## src/vid_params.svh

```systemverilog
`ifndef VID_PARAMS_SVH
`define VID_PARAMS_SVH

// =====================================================================
// Register map of the plain register port.
`define VID_ADDR_W         4
`define VID_OFF_STATUS     4'h0
`define VID_OFF_CAUSE      4'h1
`define VID_OFF_VECCTL     4'h2
`define VID_OFF_CONFIG     4'h3
`define VID_OFF_SRSMAP     4'h4
`define VID_OFF_SHADOW     4'h5
`define VID_OFF_DISPATCH   4'h6

// =====================================================================
// Field positions.
`define VID_ST_GIE         0
`define VID_ST_EXC         1
`define VID_ST_ERR         2
`define VID_ST_BOOT        3
`define VID_ST_MASK_LO     8
`define VID_CA_SPV         23
`define VID_CA_TI          30
`define VID_CA_DC          26
`define VID_CFG_VCAP       0
`define VID_CFG_XCP        1

// =====================================================================
// Reset values and constants.
`define VID_SPACING_RESET  5'h00
`define VID_BASE_OFFSET    17'h00200
`define VID_COMPAT_OFFSET  17'h00200
`define VID_NUM_REQ        10

`endif

```

## src/vid_pkg.sv

```systemverilog
package vid_pkg;
  typedef enum logic [1:0] {
    VID_MODE_COMPAT,
    VID_MODE_VECTORED,
    VID_MODE_EXT
  } vid_mode_t;
endpackage

```

## src/vid_prio_enc.sv

```systemverilog
`include "vid_params.svh"

// =====================================================================
// Ten-input priority encoder, bit nine highest.
module vid_prio_enc (
  input  wire logic [9:0] req_i,
  output logic            any_o,
  output logic [3:0]      vec_o
);
  import vid_pkg::*;

  // Scan upward so the last hit, the highest index, wins.
  always_comb begin
    any_o = 1'b0;
    vec_o = 4'h0;
    for (int i = 0; i < `VID_NUM_REQ; i++) begin
      if (req_i[i]) begin
        any_o = 1'b1;
        vec_o = 4'(i);
      end
    end
  end
endmodule

```

## src/vid_dispatch.sv

```systemverilog
`include "vid_params.svh"

// =====================================================================
// Interrupt dispatch: picks the interrupt mode, ranks or forwards the
// requests, and hands the pipeline a request, an entry offset and a set.

// What this block does
// - Vectored mode needs capability, no ext controller, nonzero spacing, special vector, no boot vector.
// - Vectored mode treats the eight hardware inputs as independent request lines.
// - Pending AND mask; interrupt only with enable set and exception, error levels clear.
// - Encoder ranks bit nine (hardware seven) highest down to software zero.
// - Winning vector number feeds the handler entry offset.
// - Each vectored interrupt maps to a shadow register set; vectors eight and nine reuse those of zero and one.
// - Ext mode needs controller present, nonzero spacing, special vector set, boot vector clear.
// - Ext mode exports software, timer and debug-channel requests outward.
// - Ext mode interrupts only when requested level exceeds current level and enabled.
// - On taking the interrupt capture level, load shadow set, acknowledge controller.
// - Offset is vector times spacing shifted left five, plus 16#200.
module vid_dispatch (
  input  wire logic                   clk_i,
  input  wire logic                   nrst_i,
  input  wire logic [`VID_ADDR_W-1:0] addr_i,
  input  wire logic [31:0]            wdata_i,
  input  wire logic                   wr_i,
  input  wire logic                   rd_i,
  output logic [31:0]                 rdata_o,
  input  wire logic [7:0]             hw_int_i,
  input  wire logic                   timer_req_i,
  input  wire logic                   debug_chan_req_i,
  input  wire logic                   ext_controller_present_i,
  input  wire logic [2:0]             timer_line_select_i,
  input  wire logic [5:0]             ext_vector_i,
  input  wire logic [3:0]             ext_shadow_set_i,
  input  wire logic                   exc_start_i,
  output logic                        int_req_o,
  output vid_pkg::vid_mode_t          mode_o,
  output logic [16:0]                 vector_offset_o,
  output logic [3:0]                  shadow_set_o,
  output logic [1:0]                  sw_req_o,
  output logic                        timer_req_o,
  output logic                        debug_chan_req_o,
  output logic                        ext_ack_o
);
  import vid_pkg::*;

  // =====================================================================
  // Reset synchroniser.
  logic rst_s1_q;
  logic rst_n_q;

  // Release is delayed two edges so every flop leaves reset together.
  // Entry stays asynchronous so the outputs clear even while the clock is stopped.
  always_ff @(posedge clk_i or negedge nrst_i) begin
    if (!nrst_i) begin
      rst_s1_q <= 1'b0;
      rst_n_q  <= 1'b0;
    end else begin
      rst_s1_q <= 1'b1;
      rst_n_q  <= rst_s1_q;
    end
  end

  // =====================================================================
  // Software-visible control state.
  logic        gie_q;
  logic        exc_lvl_q;
  logic        err_lvl_q;
  logic        boot_vec_q;
  logic [7:0]  hw_mask_q;
  logic [1:0]  sw_mask_q;
  logic [1:0]  sw_pend_q;
  logic        spec_vec_q;
  logic [4:0]  spacing_q;
  logic [39:0] srs_map_q;
  // Captured only when an ext-mode interrupt exception starts.
  logic [7:0]  cause_level_q;
  logic [3:0]  ext_ss_q;
  logic        vec_cap;

  // Vectored mode is always built in, so the capability bit is a fixed one.
  assign vec_cap = 1'b1;

  // Status fields; the mask field doubles as the current level in ext mode.
  // Software owns both meanings, so a level written in vectored mode acts as a mask.
  always_ff @(posedge clk_i or negedge rst_n_q) begin
    if (!rst_n_q) begin
      gie_q      <= 1'b0;
      exc_lvl_q  <= 1'b0;
      err_lvl_q  <= 1'b1;
      boot_vec_q <= 1'b1;
      hw_mask_q  <= 8'h00;
      sw_mask_q  <= 2'h0;
    end else if (wr_i && addr_i == `VID_OFF_STATUS) begin
      gie_q      <= wdata_i[`VID_ST_GIE];
      exc_lvl_q  <= wdata_i[`VID_ST_EXC];
      err_lvl_q  <= wdata_i[`VID_ST_ERR];
      boot_vec_q <= wdata_i[`VID_ST_BOOT];
      sw_mask_q  <= wdata_i[`VID_ST_MASK_LO +: 2];
      hw_mask_q  <= wdata_i[`VID_ST_MASK_LO+2 +: 8];
    end
  end

  // Software request bits and the special vector select.
  always_ff @(posedge clk_i or negedge rst_n_q) begin
    if (!rst_n_q) begin
      sw_pend_q  <= 2'h0;
      spec_vec_q <= 1'b0;
    end else if (wr_i && addr_i == `VID_OFF_CAUSE) begin
      sw_pend_q  <= wdata_i[`VID_ST_MASK_LO +: 2];
      spec_vec_q <= wdata_i[`VID_CA_SPV];
    end
  end

  // Vector spacing; zero after reset keeps the core in compatibility mode.
  // Only five bits are kept, so no spacing above 992 bytes can be set.
  always_ff @(posedge clk_i or negedge rst_n_q) begin
    if (!rst_n_q) begin
      spacing_q <= `VID_SPACING_RESET;
    end else if (wr_i && addr_i == `VID_OFF_VECCTL) begin
      spacing_q <= wdata_i[9:5];
    end
  end

  // Shadow-set map, four bits per vector, vector zero in the low nibble.
  // The top byte repeats the low byte, so vectors eight and nine share sets with zero and one.
  always_ff @(posedge clk_i or negedge rst_n_q) begin
    if (!rst_n_q) begin
      srs_map_q <= 40'h0;
    end else if (wr_i && addr_i == `VID_OFF_SRSMAP) begin
      srs_map_q <= {wdata_i[7:0], wdata_i};
    end
  end

  // =====================================================================
  // Mode selection.
  vid_mode_t mode;

  // Ext mode wins when the strap is set and the shared conditions hold; vectored mode also needs the capability.
  always_comb begin
    mode = VID_MODE_COMPAT;
    if (!boot_vec_q && spec_vec_q && spacing_q != 5'h00) begin
      if (ext_controller_present_i) begin
        mode = VID_MODE_EXT;
      end else if (vec_cap) begin
        mode = VID_MODE_VECTORED;
      end
    end
  end

  // =====================================================================
  // Vectored request path.
  logic [9:0] pending;
  logic [9:0] masked;
  logic       any_req;
  logic [3:0] enc_vec;
  logic       int_enabled;

  // Each hardware input is its own line; the timer is merged outside the core.
  // Software bits sit below the hardware lines, so they always rank lowest.
  assign pending     = {hw_int_i, sw_pend_q};
  assign int_enabled = gie_q && !exc_lvl_q && !err_lvl_q;

  // One AND gate per request bit.
  genvar g;
  generate
    for (g = 0; g < `VID_NUM_REQ; g++) begin : g_mask
      if (g < 2) begin : g_sw
        assign masked[g] = pending[g] & sw_mask_q[g];
      end else begin : g_hw
        assign masked[g] = pending[g] & hw_mask_q[g-2];
      end
    end
  endgenerate

  // The encoder only ranks; the mode decides whether its vector is used.
  vid_prio_enc u_enc (
    .req_i (masked),
    .any_o (any_req),
    .vec_o (enc_vec)
  );

  // =====================================================================
  // Request decision, vector and shadow set per mode.
  logic        req_d;
  logic [5:0]  vec_num;
  logic [3:0]  ss_d;
  logic [16:0] off_d;

  // The vector is formed every cycle and the pipeline chooses when to take it,
  // so a request that drops before the start leaves no trace behind.
  always_comb begin
    req_d   = 1'b0;
    vec_num = 6'h00;
    ss_d    = 4'h0;
    case (mode)
      VID_MODE_VECTORED: begin
        req_d   = any_req && int_enabled;
        vec_num = {2'b00, enc_vec};
        ss_d    = srs_map_q[enc_vec*4 +: 4];
      end
      VID_MODE_EXT: begin
        // Level zero never passes because the compare is strict.
        req_d   = (hw_int_i > hw_mask_q) && int_enabled;
        vec_num = ext_vector_i;
        ss_d    = ext_shadow_set_i;
      end
      default: begin
        req_d   = (|(pending & {hw_mask_q, sw_mask_q})) && int_enabled;
      end
    endcase
  end

  // Offset is formed from the chosen vector; compat uses the fixed offset.
  always_comb begin
    if (mode == VID_MODE_COMPAT) begin
      off_d = `VID_COMPAT_OFFSET;
    end else begin
      // Both factors are widened first: a ten-bit product would lose the upper
      // offsets, while 63 times 992 plus 16#200 still fits in seventeen bits.
      off_d = 17'(vec_num) * 17'({spacing_q, 5'b00000}) + `VID_BASE_OFFSET;
    end
  end

  // =====================================================================
  // Registered outputs to pipeline and controller.
  // Each output costs one cycle of latency but never glitches at the pins.
  always_ff @(posedge clk_i or negedge rst_n_q) begin
    if (!rst_n_q) begin
      int_req_o       <= 1'b0;
      mode_o          <= VID_MODE_COMPAT;
      vector_offset_o <= 17'h0;
      shadow_set_o    <= 4'h0;
    end else begin
      int_req_o       <= req_d;
      mode_o          <= mode;
      vector_offset_o <= off_d;
      shadow_set_o    <= ss_d;
    end
  end

  // Exported requests are held low outside ext mode so the controller sees no noise.
  // The gating adds no delay, since the mode is formed in the same cycle.
  always_ff @(posedge clk_i or negedge rst_n_q) begin
    if (!rst_n_q) begin
      sw_req_o         <= 2'h0;
      timer_req_o      <= 1'b0;
      debug_chan_req_o <= 1'b0;
    end else begin
      sw_req_o         <= (mode == VID_MODE_EXT) ? sw_pend_q : 2'h0;
      timer_req_o      <= (mode == VID_MODE_EXT) && timer_req_i;
      debug_chan_req_o <= (mode == VID_MODE_EXT) && debug_chan_req_i;
    end
  end

  // Capture level and shadow set as the exception starts, pulse the acknowledge.
  // Only the registered request qualifies a start, so a start that meets a
  // request already gone is ignored and never acknowledged.
  always_ff @(posedge clk_i or negedge rst_n_q) begin
    if (!rst_n_q) begin
      cause_level_q <= 8'h00;
      ext_ss_q      <= 4'h0;
      ext_ack_o     <= 1'b0;
    end else begin
      ext_ack_o <= 1'b0;
      if (exc_start_i && int_req_o && mode_o == VID_MODE_EXT) begin
        cause_level_q <= hw_int_i;
        ext_ss_q      <= ext_shadow_set_i;
        ext_ack_o     <= 1'b1;
      end
    end
  end

  // =====================================================================
  // Read port; data stand one cycle after the strobe, unmapped reads zero.
  // Live inputs are read as sampled at the strobe; nothing holds them longer.
  always_ff @(posedge clk_i or negedge rst_n_q) begin
    if (!rst_n_q) begin
      rdata_o <= 32'h0;
    end else if (rd_i) begin
      case (addr_i)
        `VID_OFF_STATUS:   rdata_o <= {14'h0, hw_mask_q, sw_mask_q, 4'h0,
                                       boot_vec_q, err_lvl_q, exc_lvl_q, gie_q};
        `VID_OFF_CAUSE:    rdata_o <= {1'b0, timer_req_i, 3'h0, debug_chan_req_i, 2'h0,
                                       spec_vec_q, 5'h0, (mode == VID_MODE_EXT) ? cause_level_q
                                       : hw_int_i, sw_pend_q, 8'h00};
        `VID_OFF_VECCTL:   rdata_o <= {timer_line_select_i, 19'h0, spacing_q, 5'h0};
        `VID_OFF_CONFIG:   rdata_o <= {30'h0, ext_controller_present_i, vec_cap};
        `VID_OFF_SRSMAP:   rdata_o <= srs_map_q[31:0];
        `VID_OFF_SHADOW:   rdata_o <= {14'h0, ext_ss_q, 14'h0};
        `VID_OFF_DISPATCH: rdata_o <= {3'h0, enc_vec, any_req, 5'h0, mode, off_d};
        default:           rdata_o <= 32'h0;
      endcase
    end else begin
      rdata_o <= 32'h0;
    end
  end
endmodule

```

## config.mk

```make
export PLATFORM = sky130hd
export DESIGN_NAME = vid_dispatch
export DESIGN_NICKNAME = d
export VERILOG_FILES = /design/src/vid_pkg.sv /design/src/vid_prio_enc.sv /design/src/vid_dispatch.sv
export VERILOG_INCLUDE_DIRS = /design/src /design/src/src
export SDC_FILE = /design/constraint.sdc
export NUM_CORES = 1
export LEC_CHECK = 0
export ABC_AREA = 1
export BUFFER_PORTS_ARGS = -buffer_cell sky130_fd_sc_hd__buf_2
export CORE_UTILIZATION = 54
export CTS_CLUSTER_SIZE = 25
export DETAILED_ROUTE_END_ITERATION = 12
export PLACE_DENSITY = 0.78
export SETUP_SLACK_MARGIN = 0.4
export SLEW_MARGIN = 5
export SYNTH_ARGS = -nofsm -noshare
export SYNTH_HDL_FRONTEND = slang
export SYNTH_HIERARCHICAL = 1
export SYNTH_SLANG_ARGS = --single-unit
```

## constraint.sdc

```tcl
create_clock -name clk_i -period 5.7 [get_ports clk_i]
set_clock_uncertainty 0.1 [all_clocks]
set_input_delay 1.425 -clock clk_i [delete_from_list [all_inputs] [get_ports clk_i]]
set_output_delay 1.425 -clock clk_i [all_outputs]
set_load 0.005 [all_outputs]
```

==> out/qor.txt <==
residual DRC count: 0
WL met3: 1.34 mm
share of cells above drive strength 1: 0.282
initial antenna violation count: 0
starting DRC count in detailed routing: 509
All-Layer GR Usage: 0.311
PD cells: 332 nW/µm²
crit start category: primary input
Routed wire per std cell: 16.8 µm
core area: 12200 µm²
post-layout minimum cycle time: 5320 ps
gr ovfl total: 0
Worst path max stage delay: 540 ps
vias per cell: 5.39
Final Hold Slack: 245 ps
die width: 114 µm
Syn Inst Count: 829
number of synthesized register bits: 124
Mean Syn Cell Area: 8.22 µm²
area of the multi-input gates: 3400 µm²
CP arrival: 5540 ps
# rows: 40
I/O pins: 126
Peak VDD IR: 203 µV
Slew headroom: 0.353
Hold Fails Final Rpt: 0
clock sink total: 124
Seq/Total Area, Yosys: 0.456
fillcell total: 890
Lkg Pwr: 4.62 nW
setup ws final: 384 ps
final net count: 1089
number of diodes: 0
met2 wire length: 9.32 mm
CP required: 5920 ps
Slowest cell on crit path: fa_1
die area: 13100 µm²
Starting Density: 0.560
Storage cell area: 3110 µm²
unrepaired setup endpoints after global routing: true
post-DP HPWL: 14.2 mm
DR vias: 6237
design area: 8740 µm²
worst slack, placed: -11.3 ps
Hold Path Class: reg2reg
fmax: 188 MHz
vias in the first global route: 5960
Synth Cell Area: 6820 µm²
max_cap viols: 0
GP Congestion: 0.936
fin util: 0.719
Buffers on Ports: 120
router iterations before antenna repair: 7
Crit. End Element: flip-flop
Worst-Margin Slew: 968 ps
Die Y: 114 µm
CTS Buf Count: 17
first-pass GRT wire length: 30.4 mm
Antenna Nets Post-Route: 0
area growth from synthesis to layout: 28.3%
period utilization: 0.933
endpoints failing setup: 0
CTS tree: yes
hold-critical path depth: 0
Slew Limit Fails: 0
number of distinct library cells after synthesis: 45
CP cell instances: buf_2 -> ha_2 -> nor4_4 -> nor2_4 -> inv_2 -> o22ai_2 -> inv_1 -> nor2_1 -> fa_1 -> inv_1 -> fa_1 -> inv_1 -> ha_1 -> ha_1 -> nand2_2 -> nor2_2 -> nand2_2 -> nand4_1 -> nand2_4 -> nor2_4 -> nand2_4 -> nor3_4 -> nand2_2 -> a21oi_2
CTS clk-pin slew, worst paths: 60 ps
largest net degree at the start of global routing: 71
highest routed layer: met4
wirelength, routed: 19.5 mm
later-pin clock latency in the skew report: 420 ps
Placed Area: 7810 µm²
Longest Clk Path Bufs: 2
wl on met1: 8.11 mm
R2R depth: 24
H-tree depth: 4
Yosys warning total: 6
CP max FO: 5
status: completed
clock root cell: clkbuf_16
Crit Path Class: in2reg
-- worst paths after layout --
| path | slack, ps | from | to |
|---|---|---|---|
| worst max-delay path | 380 | hw_int_i[5] | rdata_o[16] |
| worst min-delay path | 240 | rst_s1_q | rst_n_q |
| worst max register to register | 640 | spacing_q[2] | rdata_o[16] |
| worst min register to register | 240 | rst_s1_q | rst_n_q |
| max in group asynchronous | 3900 | rst_n_q | vector_offset_o[14] |
| min in group asynchronous | 290 | rst_n_q | srs_map_q[16] |
-- registers in the layout (all words and copies together), names as in the netlist, 2 cells and up --
register and flops:
cause_level_q 8, ext_ss_q 4, hw_mask_q 8, mode_o 2, rdata_o 32, shadow_set_o 4, spacing_q 5, srs_map_q 32
sw_mask_q 2, sw_pend_q 2, sw_req_o 2, vector_offset_o 12
-- routing by layer --
metal / global-route usage / vias up
li1: - / 2930
met1: 0.403 / 2965
met2: 0.502 / 286
met3: 0.0688 / 56
met4: 0.143 / 0
met5: 0 / -
-- layout by cell type, fill, tap and decap left out, types with 3 or more instances in the layout --
cell type	count
nand3_2	6
buf_6	6
a21oi_2	4
nand2_2	23
a31oi_1	7
fa_1	12
nand2_4	4
o21ai_1	5
ha_1	26
o211ai_1	9
dfrtp_1	121
nand3_1	13
nor2_4	4
clkbuf_16	17
bufinv_16	5
nand4_1	7
mux2_2	10
nor2_2	7
o21ai_0	78
ha_4	6
ha_2	4
buf_2	119
nor3_1	4
o22ai_1	8
nand2_1	181
clkinv_4	3
buf_4	24
nor2_1	65
a21oi_1	36
inv_1	118
conb_1	6
inv_2	14
-- power by group --
part / leakage (nW) / switching (W) / internal, W
clock: 0.314 / 0.000405 / 0.000791
combinational: 2.68 / 0.000373 / 0.000230
sequential: 1.63 / 0.000108 / 0.000995
total: 4.62 / 0.000886 / 0.00202
-- worst max-delay path, delay by kind of cell --
| kind | cells | cell delay (ps) |
|---|---|---|
| and+or+nand+nor | 12 | 1530 |
| buffers and inverters | 5 | 400 |
| adders and majority gates | 5 | 1940 |
| AOI/OAI and AO/OA | 2 | 240 |
-- area by class of cell --
class / instances / area share
clock inverter: 13 / 0.0245
multi-input combinational: 548 / 0.389
inverter: 135 / 0.0583
timing repair buffer: 150 / 0.0982
sequential: 124 / 0.356
tap: 168 / 0.0240
clock buffer: 19 / 0.0507
-- cells in the mapped netlist, drive strengths merged --
master	number	area, µm²
nand3b	2	15.0
nor3b	1	12.5
buf	9	63.8
clkbuf	17	63.8
a31oi	9	56.3
a41oi	1	8.76
nor2	77	318
o221ai	1	8.76
nor4	4	37.5
and3	1	6.26
o21bai	1	7.51
mux2	10	113
nand4	7	43.8
a221oi	2	17.5
nand3	20	115
nand2	208	801
ha	36	450
nor3	5	36.3
xor2	1	8.76
o21a	1	7.51
inv	133	502
clkinv	2	7.51
fa	12	240
a21oi	40	204
dfrtp	122	3050
o21ai	83	415
dfstp	2	52.6
o211ai	9	67.6
o22ai	11	75.1
conb	2	7.51
-- stage by stage --
| step | cells | TNS [ps] | power (W) |
|---|---|---|---|
| 2_1_floorplan | 833 | 0 | 0.00145 |
| 3_3_place_gp | 1116 | 0 | 0.00165 |
| 3_5_place_dp | 1116 | -17.8 | 0.00167 |
| 4_1_cts | 1148 | 0 | 0.00286 |
| 5_1_grt | 1157 | 0 | 0.00302 |
| 6_report | 1157 | 0 | 0.00290 |
-- kinds of logic after synthesis --
group,share of synthesized area
compound gates,0.127
fa+ha+maj,0.101
buf+inv,0.0934
flops,0.456
mux,0.0165
xor+xnor,0.00129
simple gates,0.203
other cells,0.00110
-- what timing repair did --
action,in CTS,in global routing
endpoints found under the setup margin,0,12
setup buffers,0,9
resized for setup,0,53
hold buffers,0,0
Power figures use the tool's default switching activity.
